## config.mk

```make
export PLATFORM = sky130hd
export DESIGN_NAME = wdg_top
export DESIGN_NICKNAME = d
export VERILOG_FILES = /design/src/wdg_pkg.sv /design/src/wdg_tick_if.sv /design/src/wdg_base.sv /design/src/wdg_top.sv
export VERILOG_INCLUDE_DIRS = /design/src
export SDC_FILE = /design/constraint.sdc
export NUM_CORES = 1
export LEC_CHECK = 0
export BUFFER_PORTS_ARGS = -buffer_cell sky130_fd_sc_hd__buf_2
export CAP_MARGIN = 40
export CORE_ASPECT_RATIO = 0.6
export CORE_MARGIN = 3
export CORE_UTILIZATION = 44
export DETAILED_ROUTE_END_ITERATION = 16
export HOLD_SLACK_MARGIN = 0.02
export PLACE_DENSITY = 0.67
export SKIP_CTS_REPAIR_TIMING = 1
export SYNTH_ARGS = -nofsm -noshare
export SYNTH_HDL_FRONTEND = slang
export SYNTH_SLANG_ARGS = --single-unit
```

## constraint.sdc

```tcl
create_clock -name i_sys_clk -period 4.6 [get_ports i_sys_clk]
set_clock_uncertainty 0.15 [all_clocks]
set_input_delay 0.92 -clock i_sys_clk [delete_from_list [all_inputs] [get_ports i_sys_clk]]
set_output_delay 0.92 -clock i_sys_clk [all_outputs]
set_load 0.01 [all_outputs]
```

## src/wdg_map.svh

```systemverilog
// Purpose: Register indices, field positions, reset values and timing counts of the watchdog.
// Assumes: Byte address of a register is four times its index.
// Notes:   Definitions only.
`ifndef WDG_MAP_SVH
`define WDG_MAP_SVH

// ====================================================================
// Register indices
`define WDG_IDX_UNITS     10'h052
`define WDG_IDX_VALUE     10'h053
`define WDG_IDX_CFG       10'h054
`define WDG_IDX_CTRL      10'h055
`define WDG_IDX_IRQ_ST    10'h060
`define WDG_IDX_IRQ_MASK  10'h061

// ====================================================================
// Field positions and codes
`define WDG_UNITS_SEL_BIT 7
`define WDG_CFG_GAME_BIT  0
`define WDG_CFG_KBD_BIT   1
`define WDG_CFG_MOUSE_BIT 2
`define WDG_CFG_MAP_LSB   4
`define WDG_CTL_STAT_BIT  0
`define WDG_CTL_FORCE_BIT 2
`define WDG_CTL_KBDEN_BIT 3
`define WDG_MAP_OFF       4'h0
`define WDG_MAP_BAD       4'h2
`define WDG_REG_RST       8'h00
`define WDG_RESP_OKAY     2'b00
`define WDG_RESP_SLVERR   2'b10

// ====================================================================
// Timing
`define WDG_CLK_PERIOD_NS 25
`define WDG_SEC_NS        1000000000
`define WDG_SEC_CYCLES    (`WDG_SEC_NS / `WDG_CLK_PERIOD_NS)
`define WDG_SEC_PER_MIN   60

`endif

```

## src/wdg_pkg.sv

```systemverilog
// Purpose: Types shared by the watchdog modules.
// Assumes: Nothing.
// Notes:   Constants live in wdg_map.svh.
package wdg_pkg;
  // ==================================================================
  // Counter state, Gray coded along idle, count, expired.
  typedef enum logic [1:0] {
    ST_IDLE    = 2'b00,
    ST_COUNT   = 2'b01,
    ST_EXPIRED = 2'b11
  } wdg_state_t;
endpackage

```

## src/wdg_tick_if.sv

```systemverilog
// Purpose: Link between the watchdog core and its unit time base.
// Assumes: One clock domain.
// Notes:   None.
`timescale 1ns/1ps
`default_nettype none
interface wdg_tick_if;
  logic restart;
  logic unit_sel;
  logic tick;
  modport base (input restart, input unit_sel, output tick);
  modport core (output restart, output unit_sel, input tick);
endinterface
`default_nettype wire

```

## src/wdg_base.sv

```systemverilog
// Purpose: Time base giving one tick per second or per minute.
// Assumes: Restart aligns the unit boundary to the reload.
// Notes:   Tick is a one-cycle pulse.
`timescale 1ns/1ps
`default_nettype none
`include "wdg_map.svh"
module wdg_base import wdg_pkg::*; #(
  parameter int unsigned SEC_CYCLES = `WDG_SEC_CYCLES
) (
  // Clock and reset
  input  wire logic i_sys_clk,
  input  wire logic i_rst_b,
  // Core link
  wdg_tick_if.base  tb
);
  logic [31:0] cyc;
  logic [5:0]  sec;
  logic        tick;

  assign tb.tick = tick;

  // ==================================================================
  // Prescaler and second counter.
  always_ff @(posedge i_sys_clk or negedge i_rst_b) begin
    if (!i_rst_b) begin
      cyc  <= 32'h0000_0000;
      sec  <= 6'h00;
      tick <= 1'b0;
    end else if (tb.restart) begin
      cyc  <= 32'h0000_0000;
      sec  <= 6'h00;
      tick <= 1'b0;
    end else if (cyc == 32'(SEC_CYCLES - 1)) begin
      cyc  <= 32'h0000_0000;
      sec  <= (sec == 6'(`WDG_SEC_PER_MIN - 1)) ? 6'h00 : 6'(sec + 6'h01);
      tick <= tb.unit_sel | (sec == 6'(`WDG_SEC_PER_MIN - 1));
    end else begin
      cyc  <= 32'(cyc + 32'h0000_0001);
      tick <= 1'b0;
    end
  end
endmodule
`default_nettype wire

```

## src/wdg_top.sv

```systemverilog
// Purpose: Watchdog timer with AXI4-Lite registers and host interrupt mapping.
// Assumes: Reload and keyboard inputs are synchronous to i_sys_clk.
// Notes:   Only the low byte of each register word is used.
`timescale 1ns/1ps
`default_nettype none
`include "wdg_map.svh"

// Function
// Units bit 0 counts minutes, 1 counts seconds.
// Timeout value zero keeps the watchdog disabled.
// Timeout value is a plain binary count of units.
// Game-port access restarts the count when enabled.
// Keyboard interrupt restarts the count when enabled.
// Mouse interrupt restarts the count when enabled.
// Mapping field picks host interrupt; zero disables, two is invalid.
// Status bit sets on timeout, reads zero while counting; a restart leaves it set until zero is written.
// Force bit produces a timeout and clears itself.
// Rising keyboard force line forces timeout when enabled.
// Edge pulse is ORed with the software force.
// Only the rising edge counts, never a held high level.
// Software writes zeros to upper reserved control bits.
// All four registers clear on reset, disabling the watchdog.
// Set status with valid mapping drives host interrupt; writing zero clears.
// Writing a value reloads; counter counts down to zero then times out.
module wdg_top import wdg_pkg::*; #(
  parameter int unsigned SEC_CYCLES = `WDG_SEC_CYCLES,
  parameter int unsigned AW         = 12
) (
  // Clock and reset
  input  wire logic          i_sys_clk,
  input  wire logic          i_rst_b,
  // AXI4-Lite write
  input  wire logic [AW-1:0] i_awaddr,
  input  wire logic          i_awvalid,
  output logic               o_awready,
  input  wire logic [31:0]   i_wdata,
  input  wire logic [3:0]    i_wstrb,
  input  wire logic          i_wvalid,
  output logic               o_wready,
  output logic [1:0]         o_bresp,
  output logic               o_bvalid,
  input  wire logic          i_bready,
  // AXI4-Lite read
  input  wire logic [AW-1:0] i_araddr,
  input  wire logic          i_arvalid,
  output logic               o_arready,
  output logic [31:0]        o_rdata,
  output logic [1:0]         o_rresp,
  output logic               o_rvalid,
  input  wire logic          i_rready,
  // Activity and force sources
  input  wire logic          i_gameport_access,
  input  wire logic          i_kbd_irq,
  input  wire logic          i_mouse_irq,
  input  wire logic          i_keyboard_ctrl_force_line,
  // Interrupts
  output logic [15:0]        o_host_irq,
  output logic               o_irq
);
  wdg_tick_if tb ();

  logic [AW-1:0] awaddr_q;
  logic [7:0]    wdata_q;
  logic          wstrb_q;
  logic          have_aw;
  logic          have_w;
  logic          do_write;
  logic          wr_hit;
  logic          unit_sel;
  logic [7:0]    value;
  logic [2:0]    reload_en;
  logic [3:0]    irq_map;
  logic          ctl_status;
  logic          ctl_kbd_en;
  logic          irq_st;
  logic          irq_mask;
  logic          force_sw;
  logic          force_kbd;
  logic          kbd_prev;
  logic          expire;
  logic          timeout_evt;
  logic          reload;
  logic [7:0]    next_value;
  logic [7:0]    cnt;
  wdg_state_t    state;
  logic [7:0]    rd_byte;
  logic          rd_hit;

  wdg_base #(.SEC_CYCLES(SEC_CYCLES)) u_base (
    .i_sys_clk (i_sys_clk),
    .i_rst_b   (i_rst_b),
    .tb        (tb.base)
  );

  // ==================================================================
  // Write channel: address and data taken in either order.
  assign do_write = have_aw & have_w & ~o_bvalid;

  always_ff @(posedge i_sys_clk or negedge i_rst_b) begin
    if (!i_rst_b) begin
      o_awready <= 1'b1;
      o_wready  <= 1'b1;
      have_aw   <= 1'b0;
      have_w    <= 1'b0;
      awaddr_q  <= '0;
      wdata_q   <= 8'h00;
      wstrb_q   <= 1'b0;
      o_bvalid  <= 1'b0;
      o_bresp   <= `WDG_RESP_OKAY;
    end else begin
      if (i_awvalid && o_awready) begin
        awaddr_q  <= i_awaddr;
        have_aw   <= 1'b1;
        o_awready <= 1'b0;
      end
      if (i_wvalid && o_wready) begin
        wdata_q  <= i_wdata[7:0];
        wstrb_q  <= i_wstrb[0];
        have_w   <= 1'b1;
        o_wready <= 1'b0;
      end
      if (do_write) begin
        o_bvalid <= 1'b1;
        o_bresp  <= wr_hit ? `WDG_RESP_OKAY : `WDG_RESP_SLVERR;
      end else if (o_bvalid && i_bready) begin
        o_bvalid  <= 1'b0;
        have_aw   <= 1'b0;
        have_w    <= 1'b0;
        o_awready <= 1'b1;
        o_wready  <= 1'b1;
      end
    end
  end

  function automatic logic wsel(input logic [9:0] idx);
    wsel = do_write && wstrb_q && (awaddr_q[11:2] == idx);
  endfunction

  assign wr_hit = (awaddr_q[11:2] == `WDG_IDX_UNITS) || (awaddr_q[11:2] == `WDG_IDX_VALUE)
               || (awaddr_q[11:2] == `WDG_IDX_CFG) || (awaddr_q[11:2] == `WDG_IDX_CTRL)
               || (awaddr_q[11:2] == `WDG_IDX_IRQ_ST) || (awaddr_q[11:2] == `WDG_IDX_IRQ_MASK);

  // ==================================================================
  // Configuration registers.
  always_ff @(posedge i_sys_clk or negedge i_rst_b) begin
    if (!i_rst_b) begin
      unit_sel   <= 1'b0;
      value      <= `WDG_REG_RST;
      reload_en  <= 3'h0;
      irq_map    <= `WDG_MAP_OFF;
      ctl_kbd_en <= 1'b0;
      irq_mask   <= 1'b0;
    end else begin
      if (wsel(`WDG_IDX_UNITS)) begin
        unit_sel <= wdata_q[`WDG_UNITS_SEL_BIT];
      end
      if (wsel(`WDG_IDX_VALUE)) begin
        value <= wdata_q;
      end
      if (wsel(`WDG_IDX_CFG)) begin
        reload_en <= wdata_q[`WDG_CFG_MOUSE_BIT:`WDG_CFG_GAME_BIT];
        irq_map   <= wdata_q[`WDG_CFG_MAP_LSB +: 4];
      end
      if (wsel(`WDG_IDX_CTRL)) begin
        ctl_kbd_en <= wdata_q[`WDG_CTL_KBDEN_BIT];
      end
      if (wsel(`WDG_IDX_IRQ_MASK)) begin
        irq_mask <= wdata_q[0];
      end
    end
  end

  // ==================================================================
  // Force sources.
  always_ff @(posedge i_sys_clk or negedge i_rst_b) begin
    if (!i_rst_b) begin
      force_sw  <= 1'b0;
      force_kbd <= 1'b0;
      kbd_prev  <= 1'b0;
    end else begin
      force_sw  <= wsel(`WDG_IDX_CTRL) && wdata_q[`WDG_CTL_FORCE_BIT];
      kbd_prev  <= i_keyboard_ctrl_force_line;
      force_kbd <= ctl_kbd_en && i_keyboard_ctrl_force_line && !kbd_prev;
    end
  end

  assign timeout_evt = expire | force_sw | force_kbd;

  // ==================================================================
  // Countdown.
  assign next_value = wsel(`WDG_IDX_VALUE) ? wdata_q : value;
  assign reload = wsel(`WDG_IDX_VALUE)
               | (reload_en[`WDG_CFG_GAME_BIT] & i_gameport_access)
               | (reload_en[`WDG_CFG_KBD_BIT] & i_kbd_irq)
               | (reload_en[`WDG_CFG_MOUSE_BIT] & i_mouse_irq);
  assign tb.restart  = reload;
  assign tb.unit_sel = unit_sel;

  always_ff @(posedge i_sys_clk or negedge i_rst_b) begin
    if (!i_rst_b) begin
      state  <= ST_IDLE;
      cnt    <= 8'h00;
      expire <= 1'b0;
    end else begin
      expire <= 1'b0;
      if (reload) begin
        cnt   <= next_value;
        state <= (next_value == 8'h00) ? ST_IDLE : ST_COUNT;
      end else begin
        unique case (state)
          ST_IDLE: begin
            state <= ST_IDLE;
          end
          ST_COUNT: begin
            if (tb.tick) begin
              cnt <= 8'(cnt - 8'h01);
              if (cnt == 8'h01) begin
                state  <= ST_EXPIRED;
                expire <= 1'b1;
              end
            end
          end
          ST_EXPIRED: begin
            state <= ST_EXPIRED;
          end
          default: begin
            state <= ST_IDLE;
          end
        endcase
      end
    end
  end

  // ==================================================================
  // Status and interrupts; a set wins over a clear.
  always_ff @(posedge i_sys_clk or negedge i_rst_b) begin
    if (!i_rst_b) begin
      ctl_status <= 1'b0;
      irq_st     <= 1'b0;
      o_irq      <= 1'b0;
      o_host_irq <= 16'h0000;
    end else begin
      if (timeout_evt) begin
        ctl_status <= 1'b1;
      end else if (wsel(`WDG_IDX_CTRL) && !wdata_q[`WDG_CTL_STAT_BIT]) begin
        ctl_status <= 1'b0;
      end
      if (timeout_evt) begin
        irq_st <= 1'b1;
      end else if (wsel(`WDG_IDX_IRQ_ST) && wdata_q[0]) begin
        irq_st <= 1'b0;
      end
      o_irq <= irq_st & irq_mask;
      if (ctl_status && irq_map != `WDG_MAP_OFF && irq_map != `WDG_MAP_BAD) begin
        o_host_irq <= 16'(16'h0001 << irq_map);
      end else begin
        o_host_irq <= 16'h0000;
      end
    end
  end

  // ==================================================================
  // Read channel.
  always_comb begin
    rd_hit  = 1'b1;
    rd_byte = 8'h00;
    unique case (i_araddr[11:2])
      `WDG_IDX_UNITS:    rd_byte = {unit_sel, 7'h00};
      `WDG_IDX_VALUE:    rd_byte = value;
      `WDG_IDX_CFG:      rd_byte = {irq_map, 1'b0, reload_en};
      `WDG_IDX_CTRL:     rd_byte = {4'h0, ctl_kbd_en, 2'b00, ctl_status};
      `WDG_IDX_IRQ_ST:   rd_byte = {7'h00, irq_st};
      `WDG_IDX_IRQ_MASK: rd_byte = {7'h00, irq_mask};
      default:           rd_hit  = 1'b0;
    endcase
  end

  always_ff @(posedge i_sys_clk or negedge i_rst_b) begin
    if (!i_rst_b) begin
      o_arready <= 1'b1;
      o_rvalid  <= 1'b0;
      o_rdata   <= 32'h0000_0000;
      o_rresp   <= `WDG_RESP_OKAY;
    end else if (i_arvalid && o_arready) begin
      o_arready <= 1'b0;
      o_rvalid  <= 1'b1;
      o_rdata   <= {24'h00_0000, rd_byte};
      o_rresp   <= rd_hit ? `WDG_RESP_OKAY : `WDG_RESP_SLVERR;
    end else if (o_rvalid && i_rready) begin
      o_rvalid  <= 1'b0;
      o_arready <= 1'b1;
    end
  end
endmodule
`default_nettype wire

```

# Word level (Yosys, flattened, before mapping)
# Index checks and enable logic that the tools add are counted.
[totals]
register_bits = 130
output_inout_bits = 58
wordCells = 154
[classes]
n_addsub = 3
eq_ne = 20
shifts = 1
n_mux = 47
n_bitwise = 13
reduce_logical = 38
[op_table]
columns = ["op", "count"]
rows = [
  ["$eq 10x7->1 const B", 12],
  ["$mux 32", 2],
  ["$pmux 8 s6", 1],
  ["$add 32x1->32 const B", 1],
  ["$eq 32x26->1 const B", 1],
  ["$mux 8", 4],
  ["$mux 1", 30],
  ["$logic_and 1x1->1", 19],
  ["$mux 6", 3],
  ["$mux 16", 1],
  ["$shl 1x4->16 const A", 1],
  ["$reduce_bool 2->1", 7],
  ["$mux 2", 5],
  ["$eq 8x1->1 const B", 1],
  ["$logic_not 8->1", 1],
  ["$sub 8x1->8 const B", 1],
  ["$add 6x1->6 const B", 1],
  ["$and 1x1->1", 6],
  ["$eq 6x6->1 const B", 1],
  ["$or 1x1->1", 6],
  ["$reduce_or 6->1", 1],
  ["$logic_or 1x1->1", 5],
  ["$ne 4x2->1 const B", 1],
  ["$pmux 2 s2", 1],
  ["other kinds (8)", 10],
]

# Logic depth before layout (Yosys ltp)
[depth]
word_depth = 9
mapped_depth = 8

# Hierarchy
# From an unflattened synthesis, not the netlist that was laid out.
[hier_totals]
cells_unflattened = 571
hier_area_um2 = 6123.4
[modules_own_cells]
columns = ["mod", "instances", "cells_per_inst", "area_per_inst_um2"]
rows = [
  ["wdg_top", 1, 338, 3996.3],
  ["wdg_base", 1, 233, 2127.0],
]

# Worst setup path before layout
# Ideal clock, no wire load.
[synth_path]
kind = "reg2reg"
from = "register u_base.cyc[0]"
to = "register u_base.cyc[26]"
setup_ns = 0.077
arrival_time_ns = 1.947
t_required_ns = 4.373
setup_slack_ns = 2.426
stages_incl_launch_ff = 8
synth_period_minus_slack_ns = 2.174
cell_sequence = "dfrtp_1 ha_1 and3_1 buf_2 nand3_4 or4_4 or3_1 a21oi_1"
[synth_between]
elab_chain_cells = 3
elab_cells_between_ends = 4
classes_between = "1 x add/sub; 1 x eq/ne; 2 x mux"
[synth_rtl]
columns = ["element", "line_no", "text"]
rows = [
  ["start: declaration", "wdg_base.sv:16", "logic [31:0] cyc;"],
  ["start signal: assignment", "wdg_base.sv:38", "cyc <= 32'(cyc + 32'h0000_0001);"],
  ["$add 32x1->32 / $eq 32x26->1 (equally long branches)", "wdg_base.sv:38, wdg_base.sv:33", ""],
  ["$mux 32 (*)", "wdg_base.sv:33", "end else if (cyc == 32'(SEC_CYCLES - 1)) begin"],
  ["$mux 32 (*)", "wdg_base.sv:29", "end else if (tb.restart) begin"],
]
# Every way passes the cells marked *; elsewhere a longest branch is shown, timed or not.
# A chain may end at the register's enable or synchronous reset.

# Worst setup path after layout
[layout_path]
from = "register awaddr_q[5]"
to = "register u_base.cyc[11]"
[layout_between]
elab_chain_cells = 6
[layout_rtl]
columns = ["element", "line_no", "text"]
rows = [
  ["start: declaration", "wdg_top.sv:62", "logic [AW-1:0] awaddr_q;"],
  ["start signal: assignment", "wdg_top.sv:112", "awaddr_q <= i_awaddr;"],
  ["$eq 10x7->1", "wdg_top.sv:136", "wsel = do_write && wstrb_q && (awaddr_q[11:2] == idx);"],
  ["$logic_and 1x1->1", "wdg_top.sv:136", ""],
  ["$or 1x1->1 (3 in series)", "wdg_top.sv:192", "assign reload = wsel(`WDG_IDX_VALUE)"],
  ["$mux 32", "wdg_base.sv:29", ""],
]
# Every way passes these cells.

==> flow_summary.toml <==
[place]
place_area_sq_um = 6270
numPortBuffers = 71
place_congestion = 0.821
dp_hpwl_mm = 8.94
dpl_worst_slack_ps = 1890

[clock_tree]
h-tree-depth = 4
clockBufferDepth = 2
clk_pin_slew_ps = 60
cts_buffers = 17
clockRootBuffer = "clkbuf_16"
cts.sinks = 126
clk_latency_ps = 420
tritoncts = "built"

[logic_synthesis]
ys_warn_count = 0
ys_ff_latch = 126
syn_area_per_cell_sq_um = 10.9
synthFlopType = "dfrtp_1"
synth_edf_count = 0
synth_cell_types = 50
ys_seq_area_frac = 0.541
syn-cell-area_sq_um = 5830
synthCells = 537
ys_async_sr_fraction = 1.00

[critical_path]
cp.arrival_ps = 2820
crit_buf_inv = 2
max_stage_delay_ps = 560
end_kind = "flop"
cp.required_ps = 4720
cp_top_family = "simple AND/OR/NAND/NOR gates"
cp_max_fo = 30
path_common_cell = "buf_4"
cpMaxStageDelayCell = "or2_2"
critPathLaunchType = "flop"
worstSetupPathType = "reg -> reg"
crit_chain = "or3_1 -> nor4_2 -> buf_4 -> nand2b_1 -> buf_4 -> or2_2 -> nor2_1"

[timing]
setup_tns_ps = 0
hold_viol = 0
tightestPinTransition_ps = 865
period_needed_ps = 2710
worst_slack_ps = 1890
fin_hold_ws_ps = 267
rsz0062_at_grt = "no"
maxSlewHeadroom = 0.423
fmax_mhz = 370
setup_viol = 0
min_period_over_period = 0.588
drv_slew = 0

[final_layout]
multiInputGateArea_sq_um = 2470
final_cell_mix = "123 x dfrtp_1, 70 x buf_2, 52 x nor2_1"
fin_nets = 691
fillers = 1085
drive_above_1_share = 0.259
mostFrequentLayoutCell = "dfrtp_1"
area_delta_synth_final_pct = 18.2
final_cell_area_sq_um = 6890
num_antenna_cells = 0
seq_area_sq_um = 3160

[global_route]
grt_pass1_wl_mm = 20.7
met1_usage = 0.258
grt_usage = 0.179
gr-total-overflow = 0
grtUsageMet2 = 0.259
grt_max_degree = 69
grt_pass1_vias = 4151
antenna_found_initial = 0
busiest_layer = "met2"
grt_use_met3 = 0.0476

[floorplan]
pin_count = 129
die_w_microns = 155
die_height_microns = 95.2
start_util = 0.467
core_area_sq_um = 12500
std_cell_rows = 31
die_area_sq_um = 14700

[power]
power.total_mw = 3.30
pwr_density_cell_nw_per_um2 = 479
ir_drop_v = 0.000345
leakage_nw = 3.27

[outcome]
status = "finished clean"

[detailed_routing]
drt-total-wl_mm = 12.5
ant_nets = 0
drc = 0
dr.pass1.iters = 4
initialDrtViolationCount = 214
dr_total_vias = 4162
routedWlPerCell_microns = 15.7
vias_per_cell = 5.24

[run]
cap_violations = 0

[worst_hold_path]
worstHoldPathType = "reg -> reg"
[through the flow]
stage	utilization	cells
2_1_floorplan	-	564
3_3_place_gp	0.502	762
3_5_place_dp	0.502	762
4_1_cts	0.552	794
5_1_grt	0.552	794
6_report	0.552	794
[registers in the layout, indices dropped and copies added, names as in the netlist, 2 cells and up]
signal	cells
value	8
o_host_irq	16
state	2
u_base.sec	6
u_base.cyc	32
awaddr_q	10
reload_en	3
o_rdata	8
cnt	8
irq_map	4
wdata_q	8
[power by group]
part / internal, mW / switching [mW] / total, mW
Sequential: 1.28 / 0.179 / 1.46
Combinational: 0.212 / 0.215 / 0.428
Clock: 0.871 / 0.541 / 1.41
Total: 2.37 / 0.936 / 3.30
[Yosys cell counts (all sizes together) (2+ instances only)]
library cell | count | area [sq um]
nand3 | 16 | 92.6
nand3b | 3 | 22.5
dfstp | 3 | 78.8
ha | 4 | 50.1
mux2 | 46 | 518
nor2b | 4 | 25.0
inv | 11 | 41.3
dfrtp | 123 | 3080
or3 | 7 | 43.8
mux2i | 6 | 60.1
buf | 34 | 235
a21oi | 14 | 70.1
nand4b | 3 | 26.3
nand4 | 12 | 75.1
nor3 | 22 | 110
nor3b | 3 | 22.5
and3 | 7 | 45.1
clkbuf | 8 | 30.0
xnor2 | 16 | 140
and4 | 5 | 43.8
nor4 | 14 | 87.6
or2 | 2 | 12.5
nand2b | 7 | 43.8
or4 | 3 | 26.3
o211ai | 2 | 15.0
xor2 | 18 | 158
nand2 | 44 | 165
a22o | 2 | 17.5
and2 | 6 | 37.5
o21ai | 21 | 105
a22oi | 5 | 37.5
nor2 | 52 | 195
[final cells by class]
cell class | instances | area share
Clock buffer | 17 | 0.0617
Multi-Input combinational cell | 385 | 0.359
Tap cell | 165 | 0.0300
Sequential cell | 126 | 0.458
Timing Repair Buffer | 75 | 0.0563
Inverter | 11 | 0.00599
Clock inverter | 15 | 0.0289
[path summary, 6_finish.rpt]
check                                              from                  endpoint  slack, ps  depth (start not counted)
worst max-delay path            awaddr_q[5]$_DFFE_PN0P_  u_base.cyc[11]$_DFF_PN0_       1890                          7
worst min-delay path                 kbd_prev$_DFF_PN0_       force_kbd$_DFF_PN0_        270                          1
worst max register to register  awaddr_q[5]$_DFFE_PN0P_  u_base.cyc[11]$_DFF_PN0_       1890                          7
worst min register to register       kbd_prev$_DFF_PN0_       force_kbd$_DFF_PN0_        270                          1
max in group asynchronous                       i_rst_b   u_base.cyc[2]$_DFF_PN0_       2910                          2
min in group asynchronous                       i_rst_b         have_aw$_DFF_PN0_        440                          1
[cell families (layout without fill, tap and decap cells)]
logic type,count (synthesis),after routing,share of synthesized area
XOR/XNOR,34,34,0.0511
buffers and inverters,53,118,0.0526
other,1,28,0.000643
AND/OR/NAND/NOR,216,216,0.194
AO/OA/AOI/OAI,51,51,0.0524
adder cells (fa/ha/maj),4,4,0.00858
multiplexers,52,52,0.0991
flip-flops,126,126,0.541
[worst reg2reg max path, stage by stage (launching register included)]
cell and delay [ps]:
dfrtp_1 380, or3_1 410, nor4_2 290, buf_4 240, nand2b_1 130, buf_4 260
or2_2 570, nor2_1 130
[metal layers]
| layer | routed length (microns) | share of wire |
|---|---|---|
| met1 | 6270 | 0.50 |
| met2 | 5270 | 0.42 |
| met3 | 741 | 0.059 |
| met4 | 194 | 0.016 |
| met5 | 0 | 0 |
(Power assumes the default switching activity.)
